<file path="config.mk">
export PLATFORM = sky130hd
export DESIGN_NAME = sdh_pointer_interpreter
export DESIGN_NICKNAME = d
export VERILOG_FILES = /design/src/include/ptr_interp_pkg.sv /design/src/rtl/ptr_classifier.sv /design/src/rtl/concat_member.sv /design/src/rtl/sdh_pointer_interpreter.sv
export SDC_FILE = /design/constraint.sdc
export NUM_CORES = 1
export LEC_CHECK = 0
export ABC_AREA = 1
export BUFFER_PORTS_ARGS = -buffer_cell sky130_fd_sc_hd__buf_2
export CORE_ASPECT_RATIO = 1.4
export CORE_MARGIN = 2
export CORE_UTILIZATION = 57
export DETAILED_ROUTE_END_ITERATION = 16
export HOLD_SLACK_MARGIN = 0.15
export PLACE_DENSITY = 0.82
export REMOVE_ABC_BUFFERS = 1
export SETUP_SLACK_MARGIN = 0.02
export SYNTH_ARGS = -nofsm -noshare
export SYNTH_HDL_FRONTEND = slang
export SYNTH_SLANG_ARGS = --single-unit
export TNS_END_PERCENT = 1
</file>
<file path="constraint.sdc">
create_clock -name mclk -period 5.4 [get_ports mclk]
set_clock_uncertainty 0.15 [all_clocks]
set_input_delay 0.81 -clock mclk [delete_from_list [all_inputs] [get_ports mclk]]
set_output_delay 0.81 -clock mclk [all_outputs]
set_load 0.01 [all_outputs]
</file>
<file path="src/include/ptr_interp_pkg.sv">
// Package for the pointer interpreter: codes, layouts, counts and states.
// Assumes one pointer word per frame strobe, both pointer bytes together.
package ptr_interp_pkg;

	// ==========================================================
	// Sizes and counts
	localparam int          OFFSET_W       = 10;
	localparam int          CNT_W          = 4;
	localparam logic [3:0]  NDF_CNT_LIMIT  = 4'h8;
	localparam logic [3:0]  AIS_CNT_LIMIT  = 4'h3;
	localparam logic [3:0]  INV_CNT_LIMIT  = 4'h8;
	localparam logic [3:0]  NEW_CNT_LIMIT  = 4'h3;
	localparam logic [3:0]  CONC_CNT_LIMIT = 4'h3;
	localparam logic [15:0] ALL_ONES       = 16'hffff;
	localparam logic [9:0]  CONC_TAIL      = 10'h3ff;

	// ==========================================================
	// Size bit codes
	localparam logic [1:0] SIZE_WIDE   = 2'h2;
	localparam logic [1:0] SIZE_NARROW = 2'h0;

	// ==========================================================
	// Legal offset ranges per unit type
	localparam logic [9:0] MAX_OFF_AU4  = 10'h30a;
	localparam logic [9:0] MAX_OFF_TU3  = 10'h2fc;
	localparam logic [9:0] MAX_OFF_TU2  = 10'h1ab;
	localparam logic [9:0] MAX_OFF_TU12 = 10'h08b;

	// Fixed stuff value checked at positions two and three of an AU-4 pointer
	localparam logic [7:0] AU4_FIXED_Y = 8'hff;

	typedef enum logic [1:0] {
		UNIT_AU4  = 2'h0,
		UNIT_TU3  = 2'h1,
		UNIT_TU2  = 2'h2,
		UNIT_TU12 = 2'h3
	} unit_type_e;

	typedef enum logic [2:0] {
		ST_NORM  = 3'h0,
		ST_AIS   = 3'h1,
		ST_LOST  = 3'h2,
		ST_INC   = 3'h3,
		ST_DEC   = 3'h4,
		ST_NDF   = 3'h5
	} ptr_state_e;

	typedef enum logic [1:0] {
		CST_CONC  = 2'h0,
		CST_ALARM = 2'h1,
		CST_LOST  = 2'h2
	} conc_state_e;

	// Received pointer: flag, size bits, offset with I/D bits interleaved
	typedef struct packed {
		logic [3:0] ndf;
		logic [1:0] size;
		logic [9:0] offset;
	} ptr_word_s;

	// Classified events of one pointer word
	typedef struct packed {
		logic ndf_on;
		logic ndf_off;
		logic size_ok;
		logic all_ones;
		logic inc;
		logic dec;
		logic in_range;
		logic same_off;
	} ptr_event_s;

	// Flag decode, shared by main and member interpreters
	function automatic logic ndf_enabled(input logic [3:0] f);
		return (f == 4'h9) || (f == 4'h1) || (f == 4'hd) || (f == 4'hb) || (f == 4'h8);
	endfunction

	function automatic logic ndf_disabled(input logic [3:0] f);
		return (f == 4'h6) || (f == 4'he) || (f == 4'h2) || (f == 4'h4) || (f == 4'h7);
	endfunction

	function automatic logic [1:0] size_expect(input unit_type_e t);
		return (t == UNIT_TU2) ? SIZE_NARROW : SIZE_WIDE;
	endfunction

	function automatic logic [9:0] max_offset(input unit_type_e t);
		case (t)
			UNIT_AU4: return MAX_OFF_AU4;
			UNIT_TU3: return MAX_OFF_TU3;
			UNIT_TU2: return MAX_OFF_TU2;
			default:  return MAX_OFF_TU12;
		endcase
	endfunction

	// Majority of five bits
	function automatic logic major5(input logic [4:0] b);
		return (3'(b[0]) + 3'(b[1]) + 3'(b[2]) + 3'(b[3]) + 3'(b[4])) >= 3'h3;
	endfunction

endpackage

</file>
<file path="src/rtl/ptr_classifier.sv">
// Pointer word classifier: one word in, event flags out (combinational).
// Assumes the active offset and provisioning come from the same clock domain.
`timescale 1ns/1ns
module ptr_classifier
	import ptr_interp_pkg::*;
(
	input  wire ptr_interp_pkg::ptr_word_s   word,
	input  wire ptr_interp_pkg::unit_type_e  unit_type,
	input  wire logic                        ignore_size,
	input  wire logic                        y_ok,
	input  wire logic [9:0]                  active_off,
	output      ptr_interp_pkg::ptr_event_s  ev
);
	import ptr_interp_pkg::*;

	logic [4:0] i_bits;
	logic [4:0] d_bits;
	logic [4:0] i_ref;
	logic [4:0] d_ref;

	always_comb begin
		// I bits sit at odd positions from the top, D bits at even
		i_bits = {word.offset[9], word.offset[7], word.offset[5], word.offset[3], word.offset[1]};
		d_bits = {word.offset[8], word.offset[6], word.offset[4], word.offset[2], word.offset[0]};
		i_ref  = {active_off[9], active_off[7], active_off[5], active_off[3], active_off[1]};
		d_ref  = {active_off[8], active_off[6], active_off[4], active_off[2], active_off[0]};
		ev.ndf_on   = ndf_enabled(word.ndf);
		ev.ndf_off  = ndf_disabled(word.ndf);
		ev.size_ok  = (word.size == size_expect(unit_type));
		if (ignore_size && unit_type == UNIT_AU4)
			ev.size_ok = 1'b1;
		if (unit_type == UNIT_AU4 && !y_ok)
			ev.size_ok = 1'b0;
		ev.all_ones = (word == ALL_ONES);
		ev.in_range = (word.offset <= max_offset(unit_type));
		ev.same_off = (word.offset == active_off);
		ev.inc = ev.ndf_off && ev.size_ok && major5(i_bits ^ i_ref) && !major5(d_bits ^ d_ref);
		ev.dec = ev.ndf_off && ev.size_ok && major5(d_bits ^ d_ref) && !major5(i_bits ^ i_ref);
	end

endmodule // ptr_classifier

</file>
<file path="src/rtl/concat_member.sv">
// Concatenation indicator interpreter for one member of a concatenated group.
// Assumes frame_tick is a one-cycle strobe in the mclk domain.
`timescale 1ns/1ns
module concat_member
	import ptr_interp_pkg::*;
(
	input  wire logic                        mclk,
	input  wire logic                        rst,
	input  wire logic                        frame_tick,
	input  wire ptr_interp_pkg::ptr_word_s   word,
	output      ptr_interp_pkg::conc_state_e state_q
);
	import ptr_interp_pkg::*;

	conc_state_e state_d;
	logic [3:0]  ci_cnt_q, ci_cnt_d;
	logic [3:0]  ais_cnt_q, ais_cnt_d;
	logic [3:0]  inv_cnt_q, inv_cnt_d;
	logic        ci_ev, ais_ev;

	always_comb begin
		ci_ev  = ndf_enabled(word.ndf) && (word.offset == CONC_TAIL);
		ais_ev = (word == ALL_ONES);
		state_d   = state_q;
		ci_cnt_d  = ci_cnt_q;
		ais_cnt_d = ais_cnt_q;
		inv_cnt_d = inv_cnt_q;
		if (frame_tick) begin
			ci_cnt_d  = ci_ev  ? ((ci_cnt_q  < CONC_CNT_LIMIT) ? ci_cnt_q + 4'h1 : ci_cnt_q) : 4'h0;
			ais_cnt_d = ais_ev ? ((ais_cnt_q < AIS_CNT_LIMIT) ? ais_cnt_q + 4'h1 : ais_cnt_q) : 4'h0;
			inv_cnt_d = (!ci_ev && !ais_ev) ?
				((inv_cnt_q < INV_CNT_LIMIT) ? inv_cnt_q + 4'h1 : inv_cnt_q) : 4'h0;
			if (ais_cnt_d == AIS_CNT_LIMIT && state_q != CST_ALARM)
				state_d = CST_ALARM;
			else if (ci_cnt_d == CONC_CNT_LIMIT && state_q != CST_CONC)
				state_d = CST_CONC;
			else if (inv_cnt_d == INV_CNT_LIMIT && state_q != CST_LOST)
				state_d = CST_LOST;
		end
	end

	always_ff @(posedge mclk) begin
		if (rst) begin
			state_q   <= CST_LOST;
			ci_cnt_q  <= 4'h0;
			ais_cnt_q <= 4'h0;
			inv_cnt_q <= 4'h0;
		end else begin
			state_q   <= state_d;
			ci_cnt_q  <= ci_cnt_d;
			ais_cnt_q <= ais_cnt_d;
			inv_cnt_q <= inv_cnt_d;
		end
	end

endmodule // concat_member

</file>
<file path="src/rtl/sdh_pointer_interpreter.sv">
// Receive pointer interpreter with concatenated group defect reporting.
// Assumes a frame aligner delivers pointer words and a one-cycle frame strobe on mclk.
`timescale 1ns/1ns
// Overview of operation
// - Six states: normal, alarm, lost, inc, dec, flag
// - Enabled flag: 1001 0001 1101 1011 1000
// - Disabled flag: 0110 1110 0010 0100 0111
// - Other six flag codes give invalid
// - Normal: disabled, size ok, same offset
// - Flag event: enabled, size ok, in range
// - Alarm event: both bytes all ones
// - Increment: I-bit majority inverted, D not
// - Decrement: D-bit majority inverted, I not
// - Invalid otherwise; inc/dec valid only normal
// - Three equal new offsets fire; also invalid
// - Three new offsets win, clear invalid count
// - New-offset count cleared on most changes
// - Invalid count runs always, kept across changes except new-offset accepts
// - Alarm count never cleared by transitions
// - Flag count cleared only alarm to flag
// - Type mismatch persistently ends in lost
// - AU kinds told apart by fixed bytes
// - Optional size bit bypass for AU
// - AU-4 pointer bytes at positions one, four
// - Member indicator: enabled flag plus pattern
// - Member machine: concat, alarm, lost states
// - Group reports one combined defect
// - Size bits 10 wide, 00 for TU-2
module sdh_pointer_interpreter
	import ptr_interp_pkg::*;
#(
	parameter int MEMBERS = 4
)
(
	input  wire logic                       mclk,
	input  wire logic                       rst,
	input  wire logic                       frame_tick,
	input  wire logic [7:0]                 ptr_byte1,
	input  wire logic [7:0]                 ptr_byte2,
	input  wire logic [7:0]                 fixed_byte2,
	input  wire logic [7:0]                 fixed_byte3,
	input  wire ptr_interp_pkg::ptr_word_s  member_word [MEMBERS],
	input  wire ptr_interp_pkg::unit_type_e unit_type,
	input  wire logic                       ignore_size,
	input  wire logic                       concat_en,
	output      ptr_interp_pkg::ptr_state_e state_q,
	output      logic [9:0]                 active_off_q,
	output      logic                       offset_jump_q,
	output      logic                       pointer_lost_q,
	output      logic                       alarm_q,
	output      logic                       group_alarm_defect_q,
	output      logic                       group_lost_defect_q,
	output      logic                       group_normal_state_q
);
	import ptr_interp_pkg::*;

	// ==========================================================
	// Word assembly and classification
	ptr_word_s  word;
	ptr_event_s ev;
	logic       y_ok;

	// Pointer bytes one and four form the word
	assign word = {ptr_byte1, ptr_byte2};
	assign y_ok = (fixed_byte2 == AU4_FIXED_Y) && (fixed_byte3 == AU4_FIXED_Y);

	ptr_classifier u_class (
		.word        (word),
		.unit_type   (unit_type),
		.ignore_size (ignore_size),
		.y_ok        (y_ok),
		.active_off  (active_off_q),
		.ev          (ev)
	);

	// ==========================================================
	// Event derivation
	logic norm_ev, ndf_ev, new_ev, inv_ev, incdec_ok;

	always_comb begin
		norm_ev   = ev.ndf_off && ev.size_ok && ev.same_off;
		ndf_ev    = ev.ndf_on && ev.size_ok && ev.in_range;
		new_ev    = ev.ndf_off && ev.size_ok && ev.in_range && !ev.same_off;
		incdec_ok = (ev.inc || ev.dec) && (state_q == ST_NORM);
		inv_ev    = !norm_ev && !ndf_ev && !ev.all_ones && !incdec_ok;
	end

	// ==========================================================
	// Main state machine and counters
	ptr_state_e state_d;
	logic [9:0] active_off_d, new_off_q, new_off_d;
	logic [3:0] ndf_cnt_q, ndf_cnt_d, ais_cnt_q, ais_cnt_d;
	logic [3:0] inv_cnt_q, inv_cnt_d, new_cnt_q, new_cnt_d;
	logic       jump_d, fire_new, fire_ais, fire_inv, fire_ndf8, keep_new;

	function automatic logic [3:0] bump(input logic [3:0] c, input logic [3:0] lim);
		return (c < lim) ? c + 4'h1 : c;
	endfunction

	always_comb begin
		state_d      = state_q;
		active_off_d = active_off_q;
		new_off_d    = new_off_q;
		ndf_cnt_d    = ndf_cnt_q;
		ais_cnt_d    = ais_cnt_q;
		inv_cnt_d    = inv_cnt_q;
		new_cnt_d    = new_cnt_q;
		jump_d       = 1'b0;
		fire_new     = 1'b0;
		fire_ais     = 1'b0;
		fire_inv     = 1'b0;
		fire_ndf8    = 1'b0;
		keep_new     = 1'b0;
		if (frame_tick) begin
			ndf_cnt_d = ndf_ev ? bump(ndf_cnt_q, NDF_CNT_LIMIT) : 4'h0;
			ais_cnt_d = ev.all_ones ? bump(ais_cnt_q, AIS_CNT_LIMIT) : 4'h0;
			// Invalid count advances in all states
			inv_cnt_d = inv_ev ? bump(inv_cnt_q, INV_CNT_LIMIT) : 4'h0;
			if (new_ev) begin
				new_off_d = word.offset;
				new_cnt_d = (new_cnt_q != 4'h0 && word.offset == new_off_q) ?
					bump(new_cnt_q, NEW_CNT_LIMIT) : 4'h1;
			end else
				new_cnt_d = 4'h0;
			fire_new  = (new_cnt_d == NEW_CNT_LIMIT);
			fire_ais  = (ais_cnt_d == AIS_CNT_LIMIT);
			fire_inv  = (inv_cnt_d == INV_CNT_LIMIT);
			fire_ndf8 = (ndf_cnt_d == NDF_CNT_LIMIT);
			// New offsets win, clear invalid count
			if (fire_new) begin
				inv_cnt_d    = 4'h0;
				new_cnt_d    = 4'h0;
				active_off_d = word.offset;
				jump_d       = 1'b1;
				state_d      = ST_NORM;
			end else if (fire_ais && state_q != ST_AIS) begin
				state_d = ST_AIS;
			end else if (fire_inv && state_q != ST_LOST) begin
				state_d = ST_LOST;
			end else begin
				case (state_q)
					ST_NORM, ST_INC, ST_DEC, ST_NDF: begin
						// Single events drive flag, inc, dec
						if (ndf_ev) begin
							state_d      = ST_NDF;
							active_off_d = word.offset;
							jump_d       = 1'b1;
						end else if (state_q == ST_NORM && ev.inc) begin
							state_d      = ST_INC;
							active_off_d = (active_off_q >= max_offset(unit_type)) ?
								10'h000 : active_off_q + 10'h001;
						end else if (state_q == ST_NORM && ev.dec) begin
							state_d      = ST_DEC;
							active_off_d = (active_off_q == 10'h000) ?
								max_offset(unit_type) : active_off_q - 10'h001;
						end else if (state_q != ST_NORM) begin
							state_d = ST_NORM;
						end
					end
					ST_AIS, ST_LOST: begin
						if (fire_ndf8) begin
							state_d      = ST_NDF;
							active_off_d = word.offset;
							jump_d       = 1'b1;
						end
					end
					default: state_d = ST_LOST;
				endcase
			end
			// New-offset count cleared on most changes
			keep_new = (state_q == ST_NORM && (state_d == ST_INC || state_d == ST_DEC ||
				state_d == ST_NDF)) || (state_d == ST_NORM && (state_q == ST_INC ||
				state_q == ST_DEC || state_q == ST_NDF));
			if (state_d != state_q && !keep_new)
				new_cnt_d = 4'h0;
			// Alarm count is left untouched here
			// Flag count cleared only alarm to flag
			if (state_q == ST_AIS && state_d == ST_NDF)
				ndf_cnt_d = 4'h0;
		end
	end

	// Reset clears counters and enters lost
	always_ff @(posedge mclk) begin
		if (rst) begin
			state_q       <= ST_LOST;
			active_off_q  <= 10'h000;
			new_off_q     <= 10'h000;
			ndf_cnt_q     <= 4'h0;
			ais_cnt_q     <= 4'h0;
			inv_cnt_q     <= 4'h0;
			new_cnt_q     <= 4'h0;
			offset_jump_q <= 1'b0;
		end else begin
			state_q       <= state_d;
			active_off_q  <= active_off_d;
			new_off_q     <= new_off_d;
			ndf_cnt_q     <= ndf_cnt_d;
			ais_cnt_q     <= ais_cnt_d;
			inv_cnt_q     <= inv_cnt_d;
			new_cnt_q     <= new_cnt_d;
			offset_jump_q <= jump_d;
		end
	end

	// ==========================================================
	// Concatenated members
	conc_state_e mstate [MEMBERS];

	for (genvar m = 1; m < MEMBERS; m++) begin : g_member
		concat_member u_member (
			.mclk       (mclk),
			.rst        (rst),
			.frame_tick (frame_tick),
			.word       (member_word[m]),
			.state_q    (mstate[m])
		);
	end
	assign mstate[0] = CST_CONC;

	// ==========================================================
	// Combined defect reporting
	logic all_conc, all_alarm, grp_alarm_d, grp_norm_d, grp_lost_d;

	always_comb begin
		all_conc  = 1'b1;
		all_alarm = 1'b1;
		for (int m = 1; m < MEMBERS; m++) begin
			all_conc  = all_conc && (mstate[m] == CST_CONC);
			all_alarm = all_alarm && (mstate[m] == CST_ALARM);
		end
		grp_alarm_d = concat_en && state_d == ST_AIS && all_alarm;
		grp_norm_d  = concat_en && all_conc && state_d == ST_NORM;
		// Increment, decrement and flag groups are no defect either
		grp_lost_d  = concat_en && !grp_alarm_d && !(all_conc && (state_d == ST_NORM ||
			state_d == ST_INC || state_d == ST_DEC || state_d == ST_NDF));
	end

	always_ff @(posedge mclk) begin
		if (rst) begin
			pointer_lost_q       <= 1'b1;
			alarm_q              <= 1'b0;
			group_alarm_defect_q <= 1'b0;
			group_lost_defect_q  <= 1'b0;
			group_normal_state_q <= 1'b0;
		end else begin
			pointer_lost_q       <= (state_d == ST_LOST);
			alarm_q              <= (state_d == ST_AIS);
			group_alarm_defect_q <= grp_alarm_d;
			group_lost_defect_q  <= grp_lost_d;
			group_normal_state_q <= grp_norm_d;
		end
	end

endmodule // sdh_pointer_interpreter

</file>
======== Yosys cells after proc, flatten, opt, wreduce, memory -nomap -nowiden ========
Index checks and enable logic that the tools add are counted.
storage, ports and cells
  register bits ........................... 87
  input port bits ......................... 103
  output and inout port bits .............. 19
  word-level logic and storage cells ...... 351
cells by class
  $add $sub $neg .......................... 23
  order comparisons ....................... 17
  equal/unequal tests ..................... 81
  muxes and demuxes ....................... 79
  bitwise operators ....................... 3
  reductions and logical operators ........ 123
operators with widths
  cell                                                                          count
  10-bit two-way mux                                                            16
  4-bit two-way mux                                                             32
  4-bit == test, second input constant                                          22
  16-bit == test, second input constant                                         4
  4-bit by 1-bit adder with 4-bit output, second input constant                 13
  1-bit logical AND                                                             52
  4-bit by 2-bit == test with 1-bit output, second input constant               9
  4-bit by 2-bit less-than comparator with 1-bit output, second input constant  8
  10-bit == test, second input constant                                         3
  3-bit two-way mux                                                             10
  10-bit case mux with 3 select lines                                           1
  1-bit logical OR                                                              29
  10-bit == test                                                                2
  4-bit less-than comparator, second input constant                             5
  2-bit two-way mux                                                             10
  10-bit case mux with 2 select lines                                           1
  3-bit by 1-bit adder with 3-bit output                                        6
  3-bit == test, second input constant                                          6
  1-bit logical NOT                                                             17
  4-bit by 1-bit == test with 1-bit output, second input constant               4
  8-bit == test, second input constant                                          2
  3-bit by 2-bit == test with 1-bit output, second input constant               5
  3-bit nonzero test                                                            5
  4-bit by 3-bit == test with 1-bit output, second input constant               3
  other kinds (31)                                                              61

======== Longest topological paths before layout ========
Gate-level depths: netlist (run 1).
  depth in word-level cells ............... 27
  gate-level depth with buffers ........... 27
  gate-level depth less buffers ........... 27

======== Cells and area by module ========
A second synthesis (run 1) with hierarchy kept.
unflattened totals
  cells, all modules ...................... 1135
  area, all modules ....................... 7104.3 µm²
by module, submodules not included
  module                   instances  cells an instance  area each (µm²)  seq. area each (µm²)
  sdh_pointer_interpreter  1          548                3498.4           900.9
  concat_member            3          155                942.2            280.3
  ptr_classifier           1          122                779.5            0.0

======== Worst setup path before layout (run 1) ========
No wires, ideal clock.
  kind .................................... input to register
  start ................................... input port ptr_byte2[2]
  end ..................................... register group_lost_defect_q
  setup time .............................. 0.112 ns
  data arrival time ....................... 3.985 ns
  data required time ...................... 5.138 ns
  path slack .............................. 1.153 ns
  cell stages on the path ................. 26
  path buffers ............................ 0
  cell sequence ........................... inv_1 nand2_1 nand2_1 inv_1 ha_1 inv_1 fa_1 inv_1 ha_1 inv_1 fa_1 inv_1 a21boi_0 nor3_1 o21ai_4 nand3_1 nand2_1 o21ai_2 nand2_2 nand2_2 o21ai_2 and2_4 nand2_2 nand2_1 nor2_1 nor2_2
between the ends
  word-level cells in the longest chain between the ends .. 27
  elaborated cells between the ends (all ways) .. 68
  classes of those cells .................. 4 x add/sub; 2 x order compare; 11 x eq/ne; 16 x mux; 1 x bitwise; 34 x reduce/logical
RTL lines
  what                                                                                  line                                                            source
  from (decl)                                                                           sdh_pointer_interpreter.sv:39                                   input wire logic [7:0] ptr_byte2,
  5-bit bitwise XOR                                                                     ptr_classifier.sv:37, ptr_classifier.sv:38
  1-bit by 1-bit adder with 2-bit output                                                ptr_interp_pkg.sv:97                                            return (3'(b[0]) + 3'(b[1]) + 3'(b[2]) + 3'(b[3]) + 3'(b[4])) >= 3'h3;
  3-bit by 1-bit adder with 3-bit output (3 in series)                                  ptr_interp_pkg.sv:97
  3-bit by 2-bit >= comparator with 1-bit output                                        ptr_interp_pkg.sv:97
  1-bit logical NOT / 1-bit logical AND (equally long branches)                         ptr_classifier.sv:37, ptr_classifier.sv:38
  1-bit logical AND (on tied branches)                                                  ptr_classifier.sv:37, ptr_classifier.sv:38
  1-bit logical OR                                                                      sdh_pointer_interpreter.sv:84                                   incdec_ok = (ev.inc || ev.dec) && (state_q == ST_NORM);
  1-bit logical AND                                                                     sdh_pointer_interpreter.sv:84
  [7 not listed]                                                                        -
  3-bit two-way mux *                                                                   sdh_pointer_interpreter.sv:130                                  if (fire_new) begin
  3-bit two-way mux * (2 in series)                                                     sdh_pointer_interpreter.sv:114                                  if (frame_tick) begin
  3-bit by 2-bit == test with 1-bit output / 3-bit logical NOT (equally long branches)  sdh_pointer_interpreter.sv:236, sdh_pointer_interpreter.sv:235
  1-bit logical OR                                                                      sdh_pointer_interpreter.sv:235                                  grp_lost_d = concat_en && !grp_alarm_d && !(all_conc && (state_d == ST_NORM ||
  1-bit logical OR (2 in series)                                                        sdh_pointer_interpreter.sv:236                                  state_d == ST_INC || state_d == ST_DEC || state_d == ST_NDF));
  1-bit logical AND                                                                     sdh_pointer_interpreter.sv:235
  1-bit logical NOT                                                                     sdh_pointer_interpreter.sv:235
  1-bit logical AND *                                                                   sdh_pointer_interpreter.sv:235
  to (signal assigned)                                                                  sdh_pointer_interpreter.sv:250                                  group_lost_defect_q <= grp_lost_d;
  to (decl)                                                                             sdh_pointer_interpreter.sv:52                                   output logic group_lost_defect_q,
Every way passes the cells marked *; elsewhere a longest branch is shown, timed or not. The select of a mux whose other input is x is not followed.
A chain may end at the register's enable or synchronous reset.

======== Worst setup path in the final report (run 1) ========
  start ................................... input port ptr_byte2[2]
  end ..................................... register active_off_q[3]
between the ends
  word-level cells in the longest chain between the ends .. 17
  elaborated cells between the ends (all ways) .. 55
  classes of those cells .................. 4 x add/sub; 2 x order compare; 11 x eq/ne; 12 x mux; 1 x bitwise; 25 x reduce/logical
RTL lines
  what                                                           line                                        source
  5-bit bitwise XOR                                              ptr_classifier.sv:37, ptr_classifier.sv:38
  1-bit by 1-bit adder with 2-bit output                         ptr_interp_pkg.sv:97
  3-bit by 1-bit adder with 3-bit output (3 in series)           ptr_interp_pkg.sv:97
  3-bit by 2-bit >= comparator with 1-bit output                 ptr_interp_pkg.sv:97
  1-bit logical NOT / 1-bit logical AND (equally long branches)  ptr_classifier.sv:37, ptr_classifier.sv:38
  1-bit logical AND (on tied branches)                           ptr_classifier.sv:37, ptr_classifier.sv:38
  1-bit logical OR                                               sdh_pointer_interpreter.sv:84
  1-bit logical AND                                              sdh_pointer_interpreter.sv:84
  1-bit logical NOT                                              sdh_pointer_interpreter.sv:85               inv_ev = !norm_ev && !ndf_ev && !ev.all_ones && !incdec_ok;
  1-bit logical AND                                              sdh_pointer_interpreter.sv:85
  4-bit two-way mux                                              sdh_pointer_interpreter.sv:118              inv_cnt_d = inv_ev ? bump(inv_cnt_q, INV_CNT_LIMIT) : 4'h0;
  4-bit == test                                                  sdh_pointer_interpreter.sv:127              fire_inv = (inv_cnt_d == INV_CNT_LIMIT);
  1-bit logical AND                                              sdh_pointer_interpreter.sv:138              end else if (fire_inv && state_q != ST_LOST) begin
  2-bit != test (no source line)                                 -
  6-bit AND reduction (no source line)                           -
  to (signal assigned)                                           sdh_pointer_interpreter.sv:196              active_off_q <= active_off_d;
  to (decl)                                                      sdh_pointer_interpreter.sv:47               output logic [9:0] active_off_q,
Parallel ways exist; a longest one is shown, timed or not. The select of a mux whose other input is x is not followed.

==> run summary, run 1 <==
P per Cell Area -> 215 mW/mm²
layout cells sized above 1 -> 17.5%
initial antenna violation count -> 0
combinational power share -> 14.2%
Internal Pwr Total -> 1.17 mW
count of input and output buffers -> 105
register area share after synthesis -> 27.3%
number of buffers created by CTS -> 9
vias per cell -> 5.47
clk buf depth -> 2
drt drc -> 0
RSZ-0062 raised after global routing -> no
global placement routability congestion -> 0.989
first-pass GRT wire length -> 26200 µm
final non-filler cell total -> 1194
Synth Cell Area -> 0.00637 mm²
Top Family by Delay on Critical Path -> adder cells
CP startpoint kind -> primary input
clock-pin slew on the worst setup and hold paths -> 0.06 ns
number of max-cap violations -> 0
internal reg-to-reg setup slack -> 0.96 ns
die area -> 0.0121 mm²
outcome -> finished clean
Final Hold Fails -> 0
cell count after synthesis -> 951
Ant. Diodes -> 0
Routed Antenna Nets -> 0
Starting Density -> 58.7%
cell mode on critical path -> inv_1
GRT Overall Usage -> 26.5%
Ports -> 122
asr flop ratio synth -> 0%
Die X -> 93.4 µm
placed cells -> 1178
detailed-route via count -> 6531
most frequent cells in the layout -> nand2_1, inv_1, buf_2
fin nets -> 1197
Die Y -> 129 µm
# fillers -> 954
crit-path max FO -> 20
crit end category -> flip-flop
#FFs+latches synth -> 87
Slowest Stage Delay on Critical Path -> 0.48 ns
CTS tree -> done
Synthesis Warnings -> 0
setup TNS -> 0 ns
Synth cell types -> 55
drt pass-1 iters -> 5
DP Wirelength -> 12100 µm
hold buffers post-CTS -> 0
FP Rows -> 45
Avg Cell Area, Syn -> 6.70 µm²
Clock Power Share -> 43.3%
commonest non-fill, non-tap cell in the layout -> nand2_1
Lkg Pwr -> 3.52 nW
Worst Path Required -> 5.49 ns
Main synth FF type -> dfxtp_1
Hold Crit Class -> reg2reg
vias in the first global route -> 6071
CP arrival -> 4.73 ns
Sw Share -> 26.0%
Final min period -> 4.64 ns
Worst Setup Path Type -> in2reg
CP max stage cell -> fa_1
Post-CTS Setup Inserts -> 0
final wirelength -> 15900 µm
initial DRC count -> 293
Reg power frac -> 42.4%
Worst VDD drop -> 190 µV
grt total ovfl -> 0
clk root buf -> clkbuf_16
Crit path buffers/inverters -> 9
number of enable flip-flop cells after synthesis -> 0
f_max -> 0.216 GHz
Sw Pwr -> 410 µW
Core Util, Final -> 67.6%
Core Box Area -> 0.0109 mm²
share of the synthesized area in the top cell type -> 27.3%
pin count of the biggest net entering global routing -> 55
fin. max-slew vios -> 0
average wire per standard cell -> 13.3 µm
main area contributors after synthesis -> dfxtp_1, nand2_1, ha_1
# setup viols final -> 0
Relative slew margins -> 40.6%
clock sink count -> 87
clk_lat worst skew -> 0.35 ns
period utilization -> 85.9%
post_cts resized -> 0
Synth area leader -> dfxtp_1
Worst-Margin Slew -> 0.890 ns
Area Growth Syn to Fin -> 15.2%
maximum level of the CTS H-tree -> 3
## Yosys cell counts, drive strengths merged (4+ instances only)
cell and instances:
a31oi 4, nand2 221, nor4 5, nor3 21, ha 42, mux2 6, a21oi 72, xor2 25
nand3 45, nand4 18, buf 9, o21ai 77, o21a 4, o22ai 4, xnor2 14, dfxtp 87
nor2 105, clkbuf 17, inv 119, o31ai 12, fa 4, or2 14, a211oi 4
## power groups by stage
| stage | clock, mW | sequential [mW] | combinational (mW) |
|---|---|---|---|
| after CTS | 0.685 | 0.669 | 0.225 |
| after detailed placement | 0 | 0.683 | 0.223 |
| after floorplan | 0 | 0.681 | 0.138 |
| after global placement | 0 | 0.683 | 0.215 |
| after global routing | 0.713 | 0.671 | 0.255 |
| final | 0.684 | 0.669 | 0.224 |
## registers in the layout, indices dropped and copies added (netlist names)
signal	count
active_off_q	10
new_cnt_q	4
group_normal_state_q	1
offset_jump_q	1
g_member.u_member.ci_cnt_q	12
state_q	3
new_off_q	10
group_lost_defect_q	1
alarm_q	1
pointer_lost_q	1
g_member.u_member.state_q	6
group_alarm_defect_q	1
g_member.u_member.inv_cnt_q	12
ndf_cnt_q	4
g_member.u_member.ais_cnt_q	12
ais_cnt_q	4
inv_cnt_q	4
## through the flow
step / cell area (µm²) / setup WS [ns] / power (mW) / hold WS (ns)
6_report: 7340 / 0.760 / 1.58 / 0.277
5_1_grt: 7340 / 0.538 / 1.64 / 0.294
4_1_cts: 7340 / 0.840 / 1.58 / 0.278
3_5_place_dp: 7020 / 0.503 / 0.906 / 0.268
3_3_place_gp: 7020 / 0.559 / 0.898 / 0.266
2_1_floorplan: 6260 / 0.648 / 0.818 / 0.258
## worst paths after layout
check,start,to,cells after the start
hold reg to reg,g_member[1].u_member.ci_cnt_q[3]$_SDFFE_PP0P_,g_member[1].u_member.ci_cnt_q[3]$_SDFFE_PP0P_,2
setup / recovery,ptr_byte2[2],active_off_q[3]$_SDFFE_PP0P_,25
setup reg to reg,active_off_q[0]$_SDFFE_PP0P_,active_off_q[3]$_SDFFE_PP0P_,25
hold / removal,g_member[1].u_member.ci_cnt_q[3]$_SDFFE_PP0P_,g_member[1].u_member.ci_cnt_q[3]$_SDFFE_PP0P_,2
## per-layer routing
layer / global-route usage (%) / share of wire (%) / wire length (µm)
met2: 50.5 / 52 / 8240
met5: 0 / 0 / 0
met4: 12.5 / 4.1 / 646
met1: 28.1 / 39 / 6190
met3: 4.19 / 5.0 / 787
## logic make-up after synthesis
logic type / Yosys count / share of synthesized area, %
DFF: 87 / 27.3
and+or+nand+nor: 435 / 30.6
muxes: 6 / 1.06
AOI/OAI and AO/OA: 193 / 17.4
xor gates and xnor gates: 39 / 5.48
adders and majority gates: 46 / 9.50
buffers and inverters: 145 / 8.72
## tightest hold or removal path, cell delays in order, from the launching register on
cell,delay (ns)
dfxtp_1,0.31
inv_1,0.05
nor2_1,0.03
## area by class of cell
type | count | area [µm²] | area share, %
multi-input cells | 719 | 4080 | 55.5
clock buffers | 11 | 243 | 3.31
inverters | 119 | 447 | 6.08
clock inverters | 5 | 81.3 | 1.11
flip-flops and latches | 87 | 1740 | 23.7
repair buffers | 112 | 578 | 7.87
well taps | 141 | 176 | 2.40
No activity file was read; power rests on OpenSTA's default activity.
==> run 2: changes to the inputs <==
==> constraint.sdc (replaced) <==
create_clock -name mclk -period 5.4 [get_ports mclk]
set_clock_uncertainty 0.15 [all_clocks]
set_input_delay 0.27 -clock mclk [delete_from_list [all_inputs] [get_ports mclk]]
set_output_delay 0.27 -clock mclk [all_outputs]
set_load 0.01 [all_outputs]
==> run summary, run 2 (synthesis results as in run 1) <==
outcome -> finished clean
period utilization -> 88.5%
crit path from -> ptr_byte2[0]
Die Y -> 129 µm
fin area -> 0.00732 mm²
drt pass-1 iters -> 5
Final Hold Fails -> 0
hold_sp -> ptr_byte1[0]
Ports -> 122
grt total ovfl -> 0
initial antenna violation count -> 0
fin nets -> 1199
RSZ-0062 raised after global routing -> no
commonest non-fill, non-tap cell in the layout -> nand2_1
Hold Crit Class -> in2reg
Worst Path Required -> 5.49 ns
clk_lat worst skew -> 0.34 ns
Routed Antenna Nets -> 0
R2R Path Start -> active_off_q[0]$_SDFFE_PP0P_
setup TNS -> 0 ns
met2 WL post-DR -> 8200 µm
crit end category -> flip-flop
# fillers -> 1002
Relative slew margins -> 26.4%
fin. max-slew vios -> 0
met3 wire len -> 764 µm
FP Rows -> 45
most frequent cells in the layout -> nand2_1, inv_1, buf_2
global placement routability congestion -> 0.963
CP startpoint kind -> primary input
detailed-route via count -> 6628
Final min period -> 4.78 ns
Worst Setup Path Type -> in2reg
Post-CTS Setup Inserts -> 0
number of max-cap violations -> 0
dpl cell area -> 0.00700 mm²
count of input and output buffers -> 105
clk buf depth -> 2
initial DRC count -> 373
hold buffers post-CTS -> 5
Die X -> 93.4 µm
Hold Path Cell Cnt -> 3
clock sink count -> 87
drt drc -> 0
Ant. Diodes -> 0
vias in the first global route -> 6130
number of buffers created by CTS -> 9
Met1 Wirelength -> 6230 µm
pin count of the biggest net entering global routing -> 55
f_max -> 0.209 GHz
register area -> 0.00174 mm²
DP Wirelength -> 12100 µm
maximum level of the CTS H-tree -> 3
post_cts resized -> 0
Starting Density -> 58.7%
multi-input logic area -> 0.00408 mm²
clock-pin slew on the worst setup and hold paths -> 0.07 ns
Worst-Margin Slew -> 1.10 ns
top flop regs -> g_member.u_member.ais_cnt_q: 12 flops, g_member.u_member.ci_cnt_q: 12 flops, g_member.u_member.inv_cnt_q: 12 flops
Core Box Area -> 0.0109 mm²
Worst VDD drop -> 247 µV
vias per cell -> 5.54
CTS tree -> done
die area -> 0.0121 mm²
reg2reg path depth -> 24
Area Growth Syn to Fin -> 14.9%
average wire per standard cell -> 13.3 µm
layout cells sized above 1 -> 17.2%
CP arrival -> 4.87 ns
crit-path max FO -> 20
Lkg Pwr -> 3.50 nW
GRT Overall Usage -> 27.3%
# setup viols final -> 0
P per Cell Area -> 202 mW/mm²
top routing layer in use -> met4
first-pass GRT wire length -> 26800 µm
final wirelength -> 16000 µm
clk root buf -> clkbuf_16
==> run 2: power by group <==
| part | switching, mW | leakage, nW | total [mW] | internal (mW) |
|---|---|---|---|---|
| combinational | 0.132 | 2.67 | 0.226 | 0.0941 |
| clock | 0.272 | 0.125 | 0.586 | 0.314 |
| sequential | 0.0128 | 0.707 | 0.669 | 0.657 |
==> run 2: layer usage <==
metal  vias to the layer above  track usage (%)
li1                       3342                -
met3                        57             3.60
met5                         -                0
met2                       209             49.9
met4                         0             15.3
met1                      3020             30.0
==> run 2: worst max-delay path, cell delays in order <==
cell and delay (ns):
dlygate4sd3_1 0.55, buf_2 0.16, inv_2 0.13, nand2_1 0.07
nand2_1 0.10, inv_1 0.05, ha_1 0.28, inv_1 0.07
fa_1 0.42, inv_1 0.07, ha_1 0.14, inv_1 0.05
fa_1 0.48, inv_1 0.04, a21boi_0 0.22, nand3_1 0.13
or2_1 0.43, nand2_2 0.26, inv_2 0.10, nand3_1 0.08
nand3_1 0.08, a21oi_1 0.14, buf_4 0.23, o21ai_0 0.11
a21oi_1 0.15, nor2_1 0.05
==> run 2: area by class of cell <==
type | instances | share of cell area (%)
repair buffers | 114 | 8.27
flip-flops and latches | 87 | 23.8
well taps | 141 | 2.41
inverters | 119 | 6.10
clock inverters | 6 | 0.615
clock buffers | 10 | 3.13
multi-input cells | 719 | 55.7
==> run 2: stage by stage <==
stage	power (mW)	setup WS, ns	util, %	hold WS (ns)	std cells
CTS	1.49	0.686	67.4	0.152	1196
finish	1.48	0.619	67.4	0.164	1196
detailed placement	0.906	0.816	64.4	0.267	1175
global route	1.55	0.350	67.4	0.182	1196
floorplan	0.818	0.989	-	0.189	925
global placement	0.897	0.898	64.4	0.266	1175
==> run 2: final timing paths <==
check	endpoint	slack, ns
max reg2reg	active_off_q[5]$_SDFFE_PP0P_	0.73
min reg2reg	g_member[1].u_member.ci_cnt_q[2]$_SDFFE_PP0P_	0.28
max	active_off_q[5]$_SDFFE_PP0P_	0.62
min	new_off_q[8]$_SDFFE_PP0P_	0.16
==> run 3: changes to the inputs <==
--- a/config.mk
+++ b/config.mk
@@ -7,15 +7,15 @@
 export LEC_CHECK = 0
 export ABC_AREA = 1
 export BUFFER_PORTS_ARGS = -buffer_cell sky130_fd_sc_hd__buf_2
-export CORE_ASPECT_RATIO = 1.4
 export CORE_MARGIN = 2
-export CORE_UTILIZATION = 57
+export CORE_UTILIZATION = 60
 export DETAILED_ROUTE_END_ITERATION = 16
 export HOLD_SLACK_MARGIN = 0.15
-export PLACE_DENSITY = 0.82
+export PLACE_DENSITY = 0.85
 export REMOVE_ABC_BUFFERS = 1
 export SETUP_SLACK_MARGIN = 0.02
 export SYNTH_ARGS = -nofsm -noshare
 export SYNTH_HDL_FRONTEND = slang
+export SYNTH_HIERARCHICAL = 1
 export SYNTH_SLANG_ARGS = --single-unit
 export TNS_END_PERCENT = 1
==> constraint.sdc (replaced) <==
create_clock -name mclk -period 6.1 [get_ports mclk]
set_clock_uncertainty 0.15 [all_clocks]
set_input_delay 0.305 -clock mclk [delete_from_list [all_inputs] [get_ports mclk]]
set_output_delay 0.305 -clock mclk [all_outputs]
set_load 0.01 [all_outputs]
==> run summary, run 3 <==
outcome -> finished clean
number of max-cap violations -> 0
Worst Setup Path Type -> reg2reg
#FFs+latches synth -> 87
maximum level of the CTS H-tree -> 3
R2R Path Start -> active_off_q[2]$_SDFFE_PP0P_
Routed Antenna Nets -> 0
average wire per standard cell -> 11.8 µm
fin nets -> 1390
drt drc -> 0
fin area -> 0.00801 mm²
most frequent cell after synthesis -> nand2_1
crit end category -> flip-flop
Die X -> 113 µm
clock-pin slew on the worst setup and hold paths -> 0.06 ns
setup TNS -> 0 ns
CP startpoint kind -> flip-flop
cell mode on critical path -> inv_1
cells along the critical path -> xnor2_1, inv_1, fa_1, inv_1, fa_1, inv_1, ha_1, a31oi_1, o21ai_0, nor2_1, inv_1, nor2_1, inv_1, o21ai_0, a21oi_1, nor2_1, o31ai_1, nand2_1, a21oi_1
Worst Path Required -> 6.14 ns
pin count of the biggest net entering global routing -> 57
layout cells sized above 1 -> 15.5%
clk buf depth -> 2
fin. max-slew vios -> 0
internal reg-to-reg setup slack -> 1.37 ns
clk root buf -> clkbuf_16
Hold Crit Class -> in2reg
period utilization -> 77.5%
hold buffers post-CTS -> 0
Ports -> 122
Synthesis Warnings -> 6
post_cts resized -> 0
placed cells -> 1369
register area share after synthesis -> 24.5%
clock sink count -> 87
Core Box Area -> 0.0115 mm²
# fillers -> 1021
Starting Density -> 62.0%
Avg Cell Area, Syn -> 6.26 µm²
Synth area leader -> dfxtp_1
Relative slew margins -> 39.3%
Reg power frac -> 41.3%
Slowest Stage Delay on Critical Path -> 0.70 ns
Final min period -> 4.73 ns
die area -> 0.0127 mm²
Post-CTS Setup Inserts -> 0
drt pass-1 iters -> 5
detailed-route via count -> 7339
capture point of the worst reg-to-reg path -> active_off_q[0]$_SDFFE_PP0P_
Ant. Diodes -> 0
Worst-Margin Slew -> 0.907 ns
Sw Share -> 30.3%
most frequent cells in the layout -> nand2_1, inv_1, nor2_1
commonest non-fill, non-tap cell in the layout -> nand2_1
Crit path buffers/inverters -> 5
initial antenna violation count -> 0
Worst Setup EP -> active_off_q[0]$_SDFFE_PP0P_
crit-path max FO -> 13
FP Rows -> 39
cell depth of the worst setup path -> 19
f_max -> 0.211 GHz
Area Growth Syn to Fin -> 12.8%
most common library cells after synthesis -> nand2_1, inv_1, nor2_1, dfxtp_1, nand3_1
Worst VDD drop -> 141 µV
CP max stage cell -> nor2_1
Synth cell types -> 50
reg2reg path depth -> 19
crit path from -> active_off_q[2]$_SDFFE_PP0P_
vias in the first global route -> 6833
clk_lat worst skew -> 0.34 ns
CTS tree -> done
Synth Cell Area -> 0.00710 mm²
grt total ovfl -> 0
initial DRC count -> 403
global placement routability congestion -> 0.934
vias per cell -> 5.30
main area contributors after synthesis -> dfxtp_1, nand2_1, inv_1
number of buffers created by CTS -> 9
Clock Power Share -> 36.1%
share of the synthesized area in the top cell type -> 24.5%
Main synth FF type -> dfxtp_1
Internal Pwr Total -> 1.02 mW
final non-filler cell total -> 1384
final wirelength -> 16400 µm
Die Y -> 113 µm
GRT Overall Usage -> 26.0%
cell count after synthesis -> 1135
# setup viols final -> 0
asr flop ratio synth -> 0%
RSZ-0062 raised after global routing -> no
CP arrival -> 4.77 ns
Lkg Pwr -> 3.98 nW
combinational power share -> 22.5%
Top Family by Delay on Critical Path -> adder cells
top flop regs -> g_member.u_member/ais_cnt_q: 12 flops, g_member.u_member/ci_cnt_q: 12 flops, g_member.u_member/inv_cnt_q: 12 flops
count of input and output buffers -> 105
first-pass GRT wire length -> 28100 µm
Sw Pwr -> 445 µW
dpl cell area -> 0.00773 mm²
number of enable flip-flop cells after synthesis -> 0
DP Wirelength -> 12400 µm
Final Hold Fails -> 0
P per Cell Area -> 183 mW/mm²
## run 3: cell count changes after synthesis, moves of 8 or more
| cell | before | now |
|---|---|---|
| a21oi_1 | 71 | 53 |
| clkbuf_1 | 17 | 8 |
| inv_1 | 107 | 171 |
| nand2_1 | 213 | 289 |
| nand2_2 | 7 | 16 |
| nand3_1 | 43 | 65 |
| nor2_1 | 99 | 155 |
| nor2_2 | 2 | 10 |
| nor3_1 | 18 | 9 |
| o21ai_0 | 71 | 58 |
| or2_2 | 10 | 2 |
## run 3: area by class of cell
| class | instances | area (µm²) | area share, % |
|---|---|---|---|
| inverters | 183 | 687 | 8.57 |
| multi-input cells | 850 | 4590 | 57.3 |
| well taps | 143 | 179 | 2.23 |
| clock buffers | 11 | 233 | 2.90 |
| flip-flops and latches | 87 | 1740 | 21.7 |
| clock inverters | 4 | 47.5 | 0.593 |
| repair buffers | 106 | 533 | 6.65 |
## run 3: stage by stage
step	worst slack (ns)	total power, mW	hold WS [ns]	utilization [%]
finish	1.37	1.47	0.163	69.9
global route	1.09	1.55	0.193	69.9
CTS	1.51	1.48	0.153	69.9
detailed placement	1.58	0.944	0.269	67.4
global placement	1.66	0.935	0.265	67.4
floorplan	2.18	0.836	0.217	-
## run 3: worst min-delay path by stage
stage | startpoint | to | cells after the start
final | concat_en | group_lost_defect_q$_SDFF_PP0_ | 5
after global routing | concat_en | group_lost_defect_q$_SDFF_PP0_ | 5
after CTS | concat_en | group_lost_defect_q$_SDFF_PP0_ | 5
after floorplan | rst | active_off_q[1]$_SDFFE_PP0P_ | 1
after detailed placement | g_member[1].u_member/ci_cnt_q[2]$_SDFFE_PP0P_ | g_member[1].u_member/ci_cnt_q[2]$_SDFFE_PP0P_ | 2
after global placement | g_member[1].u_member/ci_cnt_q[3]$_SDFFE_PP0P_ | g_member[1].u_member/ci_cnt_q[3]$_SDFFE_PP0P_ | 2
## run 3: power by group through the flow
stage          clock, mW  sequential (mW)  combinational (mW)
2_1_floorplan          0            0.616               0.221
3_3_place_gp           0            0.619               0.316
3_5_place_dp           0            0.619               0.325
4_1_cts            0.540            0.606               0.328
5_1_grt            0.561            0.609               0.378
6_report           0.530            0.607               0.331
## run 3: routing by layer
layer / up-vias / track usage [%] / part of all wire [%] / wire (µm)
met1: 3280 / 31.7 / 44 / 7160
met4: 0 / 7.32 / 1.5 / 243
met3: 25 / 4.55 / 5.8 / 951
met2: 197 / 47.0 / 49 / 8000
li1: 3837 / - / - / -
met5: - / 0 / 0 / 0
## run 3: cell families after synthesis
| family | count (synthesis) | synth area share [%] |
|---|---|---|
| simple gates | 604 | 38.0 |
| fa+ha+maj | 50 | 9.23 |
| xor+xnor | 31 | 3.82 |
| mux | 3 | 0.423 |
| buf+inv | 198 | 10.9 |
| compound gates | 162 | 13.1 |
| flops | 87 | 24.5 |
## run 3: worst min-delay path, delay by kind of cell
| family | cells | cell delay, ns |
|---|---|---|
| buffers and inverters | 2 | 0.17 |
| AND/OR/NAND/NOR | 3 | 0.14 |
